File: src/hdl/dual_dac_channel_config_defs.vh
// Purpose: constants for the dual channel converter configuration block
// Assumes: 50 MHz clock, synchronous active-high reset
// Notes:   span and reference encodings follow the register field codes
`ifndef DUAL_DAC_CHANNEL_CONFIG_DEFS_VH
`define DUAL_DAC_CHANNEL_CONFIG_DEFS_VH

// output span select codes (3-bit field)
`define SPAN_W            3
`define SPAN_0_2V5        3'h0
`define SPAN_0_5V         3'h1
`define SPAN_0_10V        3'h2
`define SPAN_M5_P5V       3'h3
`define SPAN_M2V5_P7V5    3'h4
`define SPAN_RESET        3'h0

// reference selection codes (2-bit field)
`define REF_W             2
`define REF_INT_FLOAT     2'h0
`define REF_INT_DRIVE     2'h1
`define REF_RESET         2'h0

// code word widths and layouts
`define CODE_W            16
`define WIDE_W            24
`define NARROW_PAD        4
`define NARROW_PAD_ZERO   4'h0
`define CODE_RESET        16'h0000
`define WIDE_RESET        24'h000000
`define WIDE_PAD          8'h00
`define CH_FLAGS_RESET    2'h0
`define AMP_RESET         2'h3
`define SPAN_ONEHOT_RESET 5'h01

// channel count and one-hot span decode width
`define NUM_CH            2
`define SPAN_ONEHOT_W     5

`endif

File: src/hdl/span_decoder.v
// Purpose: decode the shared output span select field into a one-hot word
// Assumes: pure combinational helper, instantiated by the top block
// Notes:   reserved codes report invalid so the caller can hold the old span
`timescale 1ns/1ns
`include "dual_dac_channel_config_defs.vh"

module span_decoder
(
  // span code in
  input  wire [`SPAN_W-1:0]        i_code,
  // decode result
  output reg  [`SPAN_ONEHOT_W-1:0] o_onehot,
  output reg                       o_valid
);

  // one bit per defined span, all zero for reserved codes
  always @*
  begin
    o_onehot = 5'h00;
    o_valid  = 1'b1;
    case (i_code)
      `SPAN_0_2V5:     o_onehot = 5'h01;
      `SPAN_0_5V:      o_onehot = 5'h02;
      `SPAN_0_10V:     o_onehot = 5'h04;
      `SPAN_M5_P5V:    o_onehot = 5'h08;
      `SPAN_M2V5_P7V5: o_onehot = 5'h10;
      default:         o_valid  = 1'b0;
    endcase
  end

endmodule

File: src/hdl/dual_dac_channel_config.v
// Purpose: configuration and code-loading logic of a dual channel converter
// Assumes: host writes arrive as one-cycle strobes synchronous to i_clock
// Notes:   the analog path sees o_ch*_code as the loaded straight-binary code
//
// How it works
// - fast mode loads 16-bit codes, two-byte registers
// - precision mode loads 24-bit codes, three-byte registers
// - 12-bit variant: fast only, wide writes ignored
// - span field decodes five defined output spans
// - code is unsigned binary, zero-scale at zero
// - 12-bit variant code equals code times sixteen
// - amplifiers on at reset; shutdown bit disables
// - internal reference enabled at reset
// - reference pin not driven after reset
// - reference field: float, drive, or external
// - external reference leaves pin undriven input
`timescale 1ns/1ns
`include "dual_dac_channel_config_defs.vh"

module dual_dac_channel_config
#(
  // 1 for the 12-bit variant, 0 for the 16-bit variant
  parameter NARROW_VARIANT = 0
)
(
  // clock and reset
  input  wire                     i_clock,
  input  wire                     i_srst,
  // two-byte code register writes, one strobe per channel
  input  wire [`NUM_CH-1:0]       i_two_byte_code_regs_we,
  input  wire [`CODE_W-1:0]       i_two_byte_code_regs_data,
  // three-byte code register writes, one strobe per channel
  input  wire [`NUM_CH-1:0]       i_three_byte_code_regs_we,
  input  wire [`WIDE_W-1:0]       i_three_byte_code_regs_data,
  // shared output span select write
  input  wire                     i_output_span_select_we,
  input  wire [`SPAN_W-1:0]       i_output_span_select,
  // power down settings write
  input  wire                     i_power_down_settings_we,
  input  wire [`NUM_CH-1:0]       i_channel_amp_shutdown,
  // reference selection write
  input  wire                     i_ref_select_we,
  input  wire [`REF_W-1:0]        i_ref_select,
  // per channel codes toward the converter cores
  output reg  [`CODE_W-1:0]       o_ch0_code,
  output reg  [`CODE_W-1:0]       o_ch1_code,
  output reg  [`WIDE_W-1:0]       o_ch0_wide_code,
  output reg  [`WIDE_W-1:0]       o_ch1_wide_code,
  output reg  [`NUM_CH-1:0]       o_precision_mode,
  output reg  [`NUM_CH-1:0]       o_code_update,
  // span state
  output reg  [`SPAN_W-1:0]       o_output_span_select,
  output reg  [`SPAN_ONEHOT_W-1:0] o_span_onehot,
  output reg                      o_span_rejected,
  // amplifier enables, one per channel output pin
  output reg  [`NUM_CH-1:0]       o_amp_enable,
  // reference control
  output reg                      o_int_ref_enable,
  output reg                      o_ext_ref_select,
  output reg  [`REF_W-1:0]        o_ref_select,
  output reg                      o_ref_pin_oe,
  // wide registers reachable only on the 16-bit variant
  output reg                      o_wide_regs_present
);

  // wide writes only exist on the full-resolution part
  localparam WIDE_OK = (NARROW_VARIANT == 0) ? 1'b1 : 1'b0;

  // decoded span of the incoming write
  wire [`SPAN_ONEHOT_W-1:0] new_onehot;
  wire                      new_valid;

  // forces the low nibble clear for the narrow part
  function [`CODE_W-1:0] narrow_align;
    input [`CODE_W-1:0] raw;
    begin
      if (NARROW_VARIANT != 0)
        narrow_align = {raw[`CODE_W-1:`NARROW_PAD], `NARROW_PAD_ZERO};
      else
        narrow_align = raw;
    end
  endfunction

  // gated wide strobes, dead on the narrow part
  wire [`NUM_CH-1:0] wide_we;
  assign wide_we = i_three_byte_code_regs_we & {`NUM_CH{WIDE_OK}};

  // next-value code words per channel
  reg [`CODE_W-1:0] next_code [0:`NUM_CH-1];

  span_decoder u_span_decoder
  (
    .i_code   (i_output_span_select),
    .o_onehot (new_onehot),
    .o_valid  (new_valid)
  );

  // code is passed unsigned; the low nibble is the only alteration
  genvar g;
  generate
    for (g = 0; g < `NUM_CH; g = g + 1)
    begin : g_next
      always @*
      begin
        next_code[g] = narrow_align(i_two_byte_code_regs_data);
      end
    end
  endgenerate

  // channel code registers and the mode each last write chose
  always @(posedge i_clock)
  begin
    if (i_srst)
    begin
      o_ch0_code       <= `CODE_RESET;
      o_ch1_code       <= `CODE_RESET;
      o_ch0_wide_code  <= `WIDE_RESET;
      o_ch1_wide_code  <= `WIDE_RESET;
      o_precision_mode <= `CH_FLAGS_RESET;
      o_code_update    <= `CH_FLAGS_RESET;
    end
    else
    begin
      o_code_update <= i_two_byte_code_regs_we | wide_we;
      // channel 0: wide write wins if both land together
      if (wide_we[0])
      begin
        o_ch0_wide_code     <= i_three_byte_code_regs_data;
        o_ch0_code          <= i_three_byte_code_regs_data[`WIDE_W-1:`WIDE_W-`CODE_W];
        o_precision_mode[0] <= 1'b1;
      end
      else if (i_two_byte_code_regs_we[0])
      begin
        o_ch0_code          <= next_code[0];
        o_ch0_wide_code     <= {next_code[0], `WIDE_PAD};
        o_precision_mode[0] <= 1'b0;
      end
      // channel 1 mirrors channel 0
      if (wide_we[1])
      begin
        o_ch1_wide_code     <= i_three_byte_code_regs_data;
        o_ch1_code          <= i_three_byte_code_regs_data[`WIDE_W-1:`WIDE_W-`CODE_W];
        o_precision_mode[1] <= 1'b1;
      end
      else if (i_two_byte_code_regs_we[1])
      begin
        o_ch1_code          <= next_code[1];
        o_ch1_wide_code     <= {next_code[1], `WIDE_PAD};
        o_precision_mode[1] <= 1'b0;
      end
    end
  end

  // span register; reserved codes leave the last good span in place
  always @(posedge i_clock)
  begin
    if (i_srst)
    begin
      o_output_span_select <= `SPAN_RESET;
      o_span_onehot        <= `SPAN_ONEHOT_RESET;
      o_span_rejected      <= 1'b0;
    end
    else
    begin
      o_span_rejected <= i_output_span_select_we & ~new_valid;
      if (i_output_span_select_we && new_valid)
      begin
        o_output_span_select <= i_output_span_select;
        o_span_onehot        <= new_onehot;
      end
    end
  end

  // amplifier enables: on after reset, shutdown bit turns one off
  always @(posedge i_clock)
  begin
    if (i_srst)
      o_amp_enable <= `AMP_RESET;
    else if (i_power_down_settings_we)
      o_amp_enable <= ~i_channel_amp_shutdown;
  end

  // reference control; pin stays quiet until software asks to drive it
  always @(posedge i_clock)
  begin
    if (i_srst)
    begin
      o_ref_select     <= `REF_RESET;
      o_int_ref_enable <= 1'b1;
      o_ext_ref_select <= 1'b0;
      o_ref_pin_oe     <= 1'b0;
    end
    else if (i_ref_select_we)
    begin
      o_ref_select <= i_ref_select;
      case (i_ref_select)
        `REF_INT_FLOAT:
        begin
          o_int_ref_enable <= 1'b1;
          o_ext_ref_select <= 1'b0;
          o_ref_pin_oe     <= 1'b0;
        end
        `REF_INT_DRIVE:
        begin
          o_int_ref_enable <= 1'b1;
          o_ext_ref_select <= 1'b0;
          o_ref_pin_oe     <= 1'b1;
        end
        default:
        begin
          // both external codes: pin becomes an input
          o_int_ref_enable <= 1'b0;
          o_ext_ref_select <= 1'b1;
          o_ref_pin_oe     <= 1'b0;
        end
      endcase
    end
  end

  // constant flag, registered so the output comes from a flip-flop
  always @(posedge i_clock)
  begin
    if (i_srst)
      o_wide_regs_present <= 1'b0;
    else
      o_wide_regs_present <= WIDE_OK;
  end

endmodule

File: config.mk
export PLATFORM = sky130hd
export DESIGN_NAME = dual_dac_channel_config
export DESIGN_NICKNAME = d
export VERILOG_FILES = /design/src/hdl/span_decoder.v /design/src/hdl/dual_dac_channel_config.v
export VERILOG_INCLUDE_DIRS = /design/src /design/src/hdl
export SDC_FILE = /design/constraint.sdc
export NUM_CORES = 1
export LEC_CHECK = 0
export BUFFER_PORTS_ARGS = -buffer_cell sky130_fd_sc_hd__buf_2
export CORE_ASPECT_RATIO = 1.4
export CORE_MARGIN = 2
export CORE_UTILIZATION = 40
export DETAILED_ROUTE_END_ITERATION = 8
export HOLD_SLACK_MARGIN = 0.02
export PLACE_DENSITY = 0.72
export SLEW_MARGIN = 10
export SYNTH_ARGS = -nofsm -noshare
export SYNTH_HDL_FRONTEND = slang
export SYNTH_HIERARCHICAL = 1
export SYNTH_SLANG_ARGS = --single-unit
export TNS_END_PERCENT = 5
File: constraint.sdc
create_clock -name i_clock -period 1.2 [get_ports i_clock]
set_input_delay 0.06 -clock i_clock [delete_from_list [all_inputs] [get_ports i_clock]]
set_output_delay 0.06 -clock i_clock [all_outputs]
set_load 0.05 [all_outputs]
==> run metrics, run 1 <==
cells after synthesis=329; crit path DAT=1380 ps; Fin. Hold Viols=0; outcome=finished clean; post-synth top area share=43.29%; share of post-route cells with drive strength above 1=42.38%; part of the Yosys area used for sequential elements=43.29%; DIE WIDTH=79.48 um; DR vias=2832; Slew Limit Headroom=76.51%; final net count=531; LEAKAGE=2.034 nW; largest cells by area after synthesis=dfxtp_1 (43%), mux2i_1 (10%), a211oi_1 (7.5%), buf_4 (7.5%), nor2b_1 (6.3%); total die area=0.008717 mm2; critical path peak fanout=7; Clock Latency Late Sink=330 ps; CTS Sinks=69; crit share post-route=97.11%; clock-pin transition on the worst setup and hold timing paths=80 ps; Mapped Nets=385; worst slew pin tran=352.4 ps; Syn-to-layout area delta=33.61%; vias in the first global route=2806; Worst Setup End Kind=flip-flop; delay of the slowest critical-path stage=520 ps; die height=109.7 um; via/cell ratio=4.891; worst path cell trace=dlygate4sd3_1, buf_2, o21ai_1, buf_4, a311o_1; Placer Congestion=0.7494; CP max-delay cell=dlygate4sd3_1; detailed-route DRC error count=0; Avg Inst Size Synth=9.698 um2; # setup viols final=0; Startpoint Class=primary input; Site Rows=38; final cell count without fillers=579; I/O pins=157; setup TNS=0 ps; worst hold path type=primary input to flip-flop; CTS tree=built; port bufs=156; drt first pass iters=4; wire per inst=14.59 um; initial antenna violation count=0; distinct cell type count after synthesis=31; RSZ-0062 raised after global routing=false; Slew Viols, Final=0; total congestion overflow=0; CORE AREA=0.007750 mm2; largest area contributor in the netlist=dfxtp_1; fin crit period=1165 ps; final core occ=55.00%; CTS root buffer=clkbuf_8; total clock buffers created by CTS=9; Tot Pwr=6.213 mW; H-tree Lvls=3; ANT nets after route=0; Peak supply drop=0.001058 V; Critical Path RT=1420 ps; Power Density=1457 mW/mm2; Iter 0 DRT Violations=106; clk buf depth=2; first-pass GRT wire length=13360 um; Detailed Place HPWL=5772 um; pin count of the biggest net entering global routing=37; commonest non-fill, non-tap cells in the layout=buf_2 (156), dfxtp_1 (68), mux2i_1 (33); #FFs+latches synth=69; Peak Freq=858.2 MHz; Diodes inserted=0; initial core utilization=41.17%; synth warn=6; Hold Slack=29.96 ps; Max-Cap Viols=0; critical path type=primary input to flip-flop; Cell Count Post-Placement=539; total wire length=8447 um; Worst Skew=0 ps; area of the mapped netlist=0.003191 mm2; post-CTS setup repair buffer count=0; total track usage=19.70%; most common cell after layout, fill and taps aside=buf_2
[metal layers]
metal  routed length [um]  share of wire, %  track usage, %  vias to the layer above
met3                  642               7.6           5.747                        9
li1                     -                 -               -                     1404
met1                 3329                39           21.90                     1310
met4                   83              0.98           7.389                        0
met5                    0                 0               0                        -
met2                 4391                52           35.23                      109
[where the power goes]
| part | switching, mW | internal, mW |
|---|---|---|
| clock network | 0.847 | 1.21 |
| logic | 1.17 | 0.464 |
| registers | 0.0845 | 2.43 |
[cell families (layout without fill, tap and decap cells)]
group                  Yosys count  count (layout)  synth area share (%)
AO/OA/AOI/OAI                   73              73                 15.84
buffers and inverters           60             210                 12.71
flip-flops                      69              69                 43.29
multiplexers                    33              33                 10.35
AND/OR/NAND/NOR                 94              94                 17.80
[Yosys cell counts]
library cell	count
a211oi_1	32
a21bo_2	7
a21boi_0	1
a21o_1	1
a21oi_1	24
a21oi_2	4
a311o_1	1
and2_1	2
and3b_2	1
buf_1	2
buf_2	6
buf_4	32
buf_6	4
buf_8	2
clkbuf_1	11
dfxtp_1	69
inv_1	1
inv_2	2
mux2i_1	33
nand2_1	17
nand2b_1	5
nand3_1	7
nand3b_1	1
nor2_1	7
nor2b_1	32
nor3_1	1
nor3b_1	4
o21ai_0	3
or2_2	1
or3b_1	10
or3b_2	6
[cell type report]
type	instances	area [um2]
clock buffer	11	141.4
clock inverter	4	72.57
fill	717	3487
inverter	3	11.26
multi-input combinational	200	1404
sequential	69	1383
tap	100	125.1
timing repair buffer	192	1126
[final timing paths]
kind	from	to	slack [ps]	cells after the start
setup / recovery	i_output_span_select[2]	o_span_onehot[0]	30	5
setup reg to reg	o_ch1_wide_code[0]	o_ch1_wide_code[0]	190	2
hold reg to reg	o_ref_pin_oe	o_ref_pin_oe	470	2
hold / removal	i_three_byte_code_regs_data[22]	o_ch1_code[14]	30	3
[what timing repair did]
action / 4_1_cts / 5_1_grt
endpoints found under the setup margin: 0 / 6
endpoints found under the hold margin: 36 / 0
hold buffers: 25 / 0
gates resized for setup: 0 / 1
[sequential cells by signal (all words and copies together), names as in the netlist, 3 cells and up]
| name | cells |
|---|---|
| o_output_span_select | 3 |
| o_ch0_wide_code | 8 |
| o_ch1_code | 15 |
| o_ch1_wide_code | 9 |
| o_ch0_code | 16 |
| o_span_onehot | 5 |
[metrics by stage]
step	setup slack, ps	area (um2)
2_1_floorplan	-75.65	3192
3_3_place_gp	165.3	3799
3_5_place_dp	134.3	3799
4_1_cts	33.00	4263
5_1_grt	15.89	4263
6_report	34.72	4263
[critical path, delay by kind of cell]
family | cells | cell delay, ps
compound gates | 2 | 470
buf+inv | 3 | 860
No activity file was read; power rests on OpenSTA's default activity.
==> run 2: changes to the inputs <==
--- a/config.mk
+++ b/config.mk
@@ -6,13 +6,16 @@
 export SDC_FILE = /design/constraint.sdc
 export NUM_CORES = 1
 export LEC_CHECK = 0
+export ABC_AREA = 1
 export BUFFER_PORTS_ARGS = -buffer_cell sky130_fd_sc_hd__buf_2
+export CAP_MARGIN = 0
 export CORE_ASPECT_RATIO = 1.4
 export CORE_MARGIN = 2
 export CORE_UTILIZATION = 40
 export DETAILED_ROUTE_END_ITERATION = 8
 export HOLD_SLACK_MARGIN = 0.02
-export PLACE_DENSITY = 0.72
+export PLACE_DENSITY = 0.71
+export SETUP_SLACK_MARGIN = 0.3
 export SLEW_MARGIN = 10
 export SYNTH_ARGS = -nofsm -noshare
 export SYNTH_HDL_FRONTEND = slang
==> run 2 against run 1 <==
Against the previous run: via count is 21% higher; synthesized cell count is 56% higher; sequential share of layout area is 4.0 points lower; clock-buffer cell count stayed put; final cell count is 30% higher; clock power is 30% higher; clock skew stayed put; global-route usage is 0.073 points higher; power is 17% higher; hold slack better by 11 ps; critical endpoint is now o_ch0_wide_code[5].
==> run metrics, run 2 <==
detailed-route DRC error count=0 (unchanged); commonest non-fill, non-tap cells in the layout=nand2_1 (176), inv_1 (84), buf_6 (75) (was buf_2 (156), dfxtp_1 (68), mux2i_1 (33)); final net count=704 (was 531); most common cell after layout, fill and taps aside=nand2_1 (was buf_2); critical path type=flip-flop to output port (was primary input to flip-flop); cells after synthesis=514 (was 329); DIE WIDTH=81.86 um (was 79.48 um); setup TNS=0 ps (unchanged); Hold Startpoint=i_power_down_settings_we (was i_three_byte_code_regs_data[22]); ANT nets after route=0 (unchanged); DR vias=3417 (was 2832); Peak Freq=1081 MHz (was 858.2 MHz); fin crit period=925.5 ps (was 1165 ps); Gate power share=27.4% (was 26.3%); final core occ=62.96% (was 55.00%); area of the mapped netlist=0.003395 mm2 (was 0.003191 mm2); delay of the slowest critical-path stage=370 ps (was 520 ps); distinct cell type count after synthesis=16 (was 31); Site Rows=39 (was 38); crit-path leading delay family=flip-flops (was buffers and inverters); worst hold path type=primary input to flip-flop (unchanged); sequential power share=35.9% (was 40.5%); CTS Sinks=69 (unchanged); Startpoint Class=flip-flop (was primary input); Placer Congestion=0.8769 (was 0.7494); top post-synthesis cells by count=nand2_1 (176), inv_1 (84), dfxtp_1 (69), a21oi_1 (56), nor2_1 (54) (was dfxtp_1 (69), mux2i_1 (33), a211oi_1 (32), buf_4 (32), nor2b_1 (32)); total track usage=19.78% (was 19.70%); total clock buffers created by CTS=9 (unchanged); final setup margin=274.5 ps (was 34.72 ps); pin count of the biggest net entering global routing=44 (was 37); ys async rst share=0% (unchanged); Mapped Nets=570 (was 385); Hold Slack=41.12 ps (was 29.96 ps); total congestion overflow=0 (unchanged); initial antenna violation count=0 (unchanged); RSZ-0062 raised after global routing=true (was false); drt first pass iters=4 (unchanged); placed inst area=0.003953 mm2 (was 0.003799 mm2); Worst Setup End Kind=output port (was flip-flop); crit share post-route=77.12% (was 97.11%); internal power=4.891 mW (was 4.111 mW); vias in the first global route=3225 (was 2806); Diodes inserted=0 (unchanged); pre-CTS setup slack=186.8 ps (was 134.3 ps); first-pass GRT wire length=14350 um (was 13360 um); # setup viols final=0 (unchanged); crit path buf inv count=1 (was 3); Iter 0 DRT Violations=166 (was 106); register with the most flip-flops=o_ch0_code (unchanged); initial core utilization=41.41% (was 41.17%); Slew Limit Headroom=74.42% (was 76.51%); synth warn=6 (unchanged); final cell count without fillers=755 (was 579); clk buf depth=2 (unchanged); final instance area=0.005161 mm2 (was 0.004263 mm2); LEAKAGE=2.735 nW (was 2.034 nW); Power Density=1408 mW/mm2 (was 1457 mW/mm2); outcome=finished clean (unchanged); Cell Count Post-Placement=725 (was 539); largest cells by area after synthesis=dfxtp_1 (41%), nand2_1 (19%), buf_4 (10%), inv_1 (9.3%), a21oi_1 (8.3%) (was dfxtp_1 (43%), mux2i_1 (10%), a211oi_1 (7.5%), buf_4 (7.5%), nor2b_1 (6.3%)); R2R Path Start=o_ch0_wide_code[5] (was o_ch1_wide_code[0]); critical path peak fanout=2 (was 7); worst slew pin tran=383.7 ps (was 352.4 ps); Largest register FFs=16 (unchanged); Critical Path RT=1140 ps (was 1420 ps); EDFF count, synth=0 (unchanged); Clock Latency Late Sink=320 ps (was 330 ps); via/cell ratio=4.526 (was 4.891); Detailed Place HPWL=6231 um (was 5772 um); #FFs+latches synth=69 (unchanged); top flop regs=o_ch0_code: 16 flops, o_ch1_code: 15 flops, o_ch1_wide_code: 9 flops (unchanged); part of the Yosys area used for sequential elements=40.69% (was 43.29%); post-synth top area share=40.69% (was 43.29%); CP Launch Point=o_ch0_wide_code[5] (was i_output_span_select[2]); Syn-to-layout area delta=52.05% (was 33.61%); Worst Skew=0 ps (unchanged); CTS root buffer=clkbuf_16 (was clkbuf_8); top-count cell post-synth=nand2_1 (was dfxtp_1); I/O pins=157 (unchanged); clock-pin transition on the worst setup and hold timing paths=50 ps (was 80 ps); Max-Cap Viols=0 (unchanged); Peak supply drop=0.0008847 V (was 0.001058 V); largest area contributor in the netlist=dfxtp_1 (unchanged); clock share of power=36.7% (was 33.2%); wire per inst=12.44 um (was 14.59 um); Switch Pwr=2.376 mW (was 2.102 mW); CORE AREA=0.008198 mm2 (was 0.007750 mm2); H-tree Lvls=3 (unchanged); die height=113 um (was 109.7 um); total die area=0.009250 mm2 (was 0.008717 mm2); port bufs=156 (unchanged); worst path cell trace=buf_6 (was dlygate4sd3_1, buf_2, o21ai_1, buf_4, a311o_1); CTS tree=built (unchanged); Sw Ratio=32.69% (was 33.83%); CP max-delay cell=dfxtp_1 (was dlygate4sd3_1); ys flop type=dfxtp_1 (unchanged); Fin. Hold Viols=0 (unchanged); total wire length=9391 um (was 8447 um); crit path DAT=870 ps (was 1380 ps); Slew Viols, Final=0 (unchanged); Avg Inst Size Synth=6.604 um2 (was 9.698 um2); share of post-route cells with drive strength above 1=35.99% (was 42.38%); Tot Pwr=7.267 mW (was 6.213 mW)
[run 2: changes by cell type after synthesis, sizes merged, moves of 5 or more]
cell	previous run	this run
nand2	17	177
nor2b	32	0
nand2b	5	0
mux2i	33	0
or3b	16	0
clkbuf	11	1
a211oi	32	0
a21oi	28	56
nor2	7	56
o21ai	3	10
a21bo	7	0
buf	46	54
nand3	7	1
inv	3	89
[run 2: worst register-to-register path: stages, from the launching register on]
cell and delay (ps):
dfxtp_1 370, nand2_1 80, a21oi_1 190
[run 2: what timing repair did]
item | in CTS | in global routing
hold endpoints to repair | 20 | 0
setup buffers | 0 | 0
gates resized for setup | 168 | 101
hold buffers | 14 | 0
endpoints found under the setup margin | 101 | 101
[run 2: area by class of cell]
| cell class | instances | area, um2 |
|---|---|---|
| fillers | 696 | 3037 |
| inverters | 89 | 334.1 |
| clock buffers | 11 | 252.7 |
| clock inverters | 5 | 58.81 |
| flip-flops and latches | 69 | 1465 |
| well taps | 102 | 127.6 |
| repair buffers | 178 | 1670 |
| multi-input cells | 301 | 1252 |
[run 2: cell families after synthesis]
logic type	count (synthesis)	share of synthesized area [%]
and+or+nand+nor	235	27.17
AOI/OAI and AO/OA	66	9.731
buffers and inverters	144	22.41
DFF	69	40.69
[run 2: worst paths after layout]
check,endpoint,slack (ps),cells past startpoint
worst max-delay path,o_ch0_wide_code[5],270,1
worst min-delay path,o_amp_enable[0],40,3
worst max register to register,o_ch0_wide_code[5],480,2
worst min register to register,o_ref_select[0],460,2
[run 2: metal layers]
layer  vias to the layer above  routed length (um)  track usage [%]
met1                      1531                3455            21.50
met5                         -                   0                0
met2                       118                5123            35.77
li1                       1754                   -                -
met4                         0                 189            8.333
met3                        14                 624            4.386
[run 2: power groups by stage]
stage	combinational (mW)	clock (mW)	sequential (mW)
floorplan	0.849	0	3.09
global placement	1.64	0	2.58
detailed placement	1.65	0	2.59
CTS	1.89	2.74	2.58
global route	2.12	2.85	2.62
finish	1.99	2.67	2.61
==> run 3: changes to the inputs <==
--- a/config.mk
+++ b/config.mk
@@ -14,7 +14,7 @@
 export CORE_UTILIZATION = 40
 export DETAILED_ROUTE_END_ITERATION = 8
 export HOLD_SLACK_MARGIN = 0.02
-export PLACE_DENSITY = 0.71
+export PLACE_DENSITY = 0.74
 export SETUP_SLACK_MARGIN = 0.3
 export SLEW_MARGIN = 10
 export SYNTH_ARGS = -nofsm -noshare
==> constraint.sdc (replaced) <==
create_clock -name i_clock -period 0.8 [get_ports i_clock]
set_input_delay 0.04 -clock i_clock [delete_from_list [all_inputs] [get_ports i_clock]]
set_output_delay 0.04 -clock i_clock [all_outputs]
set_load 0.05 [all_outputs]
==> run 3 against run 2 <==
Against the previous run: design area is 12% higher; critical path depth unchanged; combinational power grew 65%; highest routed layer unchanged; largest cell class unchanged; utilization rose by 7.3 points; via count rose by 3.5%; final cell count increased by 1.2%; clock skew unchanged; non-clock buffer count up 9; the run now ends with negative hold slack, negative setup slack left; first-iteration DRC count up 11%; setup slack worse by 380 ps.
==> run metrics, run 3 (same netlist as run 2, synthesis figures left out) <==
Worst Setup End Kind=output port (unchanged); initial core utilization=41.41% (unchanged); total clock buffers created by CTS=9 (unchanged); top flop regs=o_ch0_code: 16 flops, o_ch1_code: 15 flops, o_ch1_wide_code: 9 flops (unchanged); pin count of the biggest net entering global routing=44 (unchanged); final net count=713 (was 704); Sw Ratio=32.08% (was 32.69%); final setup margin=-100.5 ps (was 274.5 ps); port bufs=156 (unchanged); Stages on worst setup path=1 (unchanged); Peak supply drop=0.001796 V (was 0.0008847 V); RR Endpoint=o_ch0_code[2] (was o_ch0_wide_code[5]); total track usage=21.92% (was 19.78%); Startpoint Class=flip-flop (unchanged); clock share of power=38.7% (was 36.7%); Reg2Reg Depth=5 (was 2); Diodes inserted=0 (unchanged); CP max-delay cell=dfxtp_4 (was dfxtp_1); worst path cell trace=buf_6 (unchanged); register with the most flip-flops=o_ch0_code (unchanged); Cell Count Post-Placement=741 (was 725); Site Rows=39 (unchanged); failing checks=negative hold slack, negative setup slack; total wire length=10050 um (was 9391 um); detailed-route DRC error count=0 (unchanged); CORE AREA=0.008198 mm2 (unchanged); setup TNS=-7766 ps (was 0 ps); vias in the first global route=3433 (was 3225); critical path peak fanout=3 (was 2); clock-pin transition on the worst setup and hold timing paths=60 ps (was 50 ps); Worst Skew=0 ps (unchanged); crit path DAT=860 ps (was 870 ps); sequential power share=33.2% (was 35.9%); Peak Freq=1110 MHz; Iter 0 DRT Violations=184 (was 166); via/cell ratio=4.631 (was 4.526); # setup viols final=101 (was 0); CP Launch Point=o_ch0_code[8] (was o_ch0_wide_code[5]); internal power=7.940 mW (was 4.891 mW); initial antenna violation count=0 (unchanged); fin crit period=900.5 ps; R2R Path Start=o_ch0_code[2] (was o_ch0_wide_code[5]); Gate power share=28.0% (was 27.4%); CTS Sinks=69 (unchanged); Max-Cap Viols=0 (unchanged); pre-CTS setup slack=-137.3 ps (was 186.8 ps); crit share post-route=112.6%; clk buf depth=2 (unchanged); delay of the slowest critical-path stage=370 ps (about the same); most common cell after layout, fill and taps aside=nand2_1 (unchanged); crit-path leading delay family=flip-flops (unchanged); RSZ-0062 raised after global routing=true (unchanged); H-tree Lvls=3 (unchanged); worst slew pin tran=344.3 ps (was 383.7 ps); Slew Viols, Final=0 (unchanged); Largest register FFs=16 (unchanged); final instance area=0.005763 mm2 (was 0.005161 mm2); placed inst area=0.004408 mm2 (was 0.003953 mm2); ANT nets after route=0 (unchanged); commonest non-fill, non-tap cells in the layout=nand2_1 (170), buf_8 (69), dfxtp_4 (64) (was nand2_1 (176), inv_1 (84), buf_6 (75)); outcome=complete, but fails checks (was finished clean); critical path type=flip-flop to output port (unchanged); die height=113 um (unchanged); share of post-route cells with drive strength above 1=50.76% (was 35.99%); first-pass GRT wire length=15790 um (was 14350 um); I/O pins=157 (unchanged); Hold Slack=-120.7 ps (was 41.12 ps); Detailed Place HPWL=6661 um (was 6231 um); Critical Path RT=760 ps (was 1140 ps); Critical Path End=o_ch0_wide_code[16] (was o_ch0_wide_code[5]); LEAKAGE=2.931 nW (was 2.735 nW); Clock Latency Late Sink=320 ps (about the same); flop2flop setup slack=20 ps (was 480 ps); total congestion overflow=0 (unchanged); CTS root buffer=clkbuf_16 (unchanged); wire per inst=13.16 um (was 12.44 um); CTS tree=built (unchanged); final cell count without fillers=764 (was 755); Placer Congestion=0.9230 (was 0.8769); Switch Pwr=3.751 mW (was 2.376 mW); drt first pass iters=4 (unchanged); Slew Limit Headroom=77.01% (was 74.42%); Power Density=2029 mW/mm2 (was 1408 mW/mm2); total die area=0.009250 mm2 (unchanged); Syn-to-layout area delta=69.78% (was 52.05%); Fin. Hold Viols=19 (was 0); crit path buf inv count=1 (unchanged); worst hold path type=primary input to flip-flop (unchanged); DR vias=3538 (was 3417); DIE WIDTH=81.86 um (unchanged)
## run 3: changes by cell type in the layout (fill, tap and decap cells not counted), sizes merged
cell         before  now
clkbuf           12    9
buf             163  187
dlygate4sd3      14    0
clkinvlp          2    0
bufinv            1    3
clkinv            2    4
## run 3: layout make-up
class | count | area [um2]
tap | 102 | 127.6
inverter | 89 | 334.1
timing repair buffer | 187 | 2004
fill | 621 | 2435
clock inverter | 7 | 113.9
clock buffer | 9 | 225.2
sequential | 69 | 1628
multi-input combinational | 301 | 1330
## run 3: how the worst min path moves through the flow
stage,from,end,slack [ps],depth (start not counted)
after floorplan,i_channel_amp_shutdown[0],o_amp_enable[0],130,1
after global placement,i_channel_amp_shutdown[1],o_amp_enable[1],210,2
after detailed placement,i_channel_amp_shutdown[1],o_amp_enable[1],230,2
after CTS,i_channel_amp_shutdown[1],o_amp_enable[1],-130,2
after global routing,i_channel_amp_shutdown[0],o_amp_enable[0],-130,2
final,i_channel_amp_shutdown[0],o_amp_enable[0],-120,2
## run 3: per-layer routing
layer  vias up  track usage (%)  wire (um)
li1       1779                -          -
met1      1597            23.48       3610
met2       137            39.19       5447
met3        25            5.582        682
met4         0            10.00        314
met5         -                0          0
## run 3: what timing repair did
| item | in CTS | in global routing |
|---|---|---|
| buffers inserted | 4 | 3 |
| pin swaps | 55 | 48 |
| resized for setup | 251 | 47 |
| endpoints found under the setup margin | 166 | 166 |
| endpoints found under the hold margin | 29 | 22 |
## run 3: metrics by stage
step	total power [mW]	hold WS (ps)	utilization (%)
floorplan	5.986	129.1	-
global placement	6.410	209.6	53.77
detailed placement	6.440	230.0	53.77
CTS	11.59	-130.6	67.96
global route	12.16	-125.0	70.30
finish	11.69	-120.7	70.30
## run 3: worst reg2reg max path: stages (launching register included)
cell     delay, ps
dfxtp_4        370
buf_4          110
inv_2           20
nand2_1         50
nand2_1         50
nor2_1         110
## run 3: power by group through the flow
stage	combinational [mW]	clock, mW	sequential, mW
4_1_cts	3.13	4.58	3.87
2_1_floorplan	1.36	0	4.63
6_report	3.28	4.53	3.89
5_1_grt	3.48	4.76	3.91
3_5_place_dp	2.61	0	3.84
3_3_place_gp	2.58	0	3.83
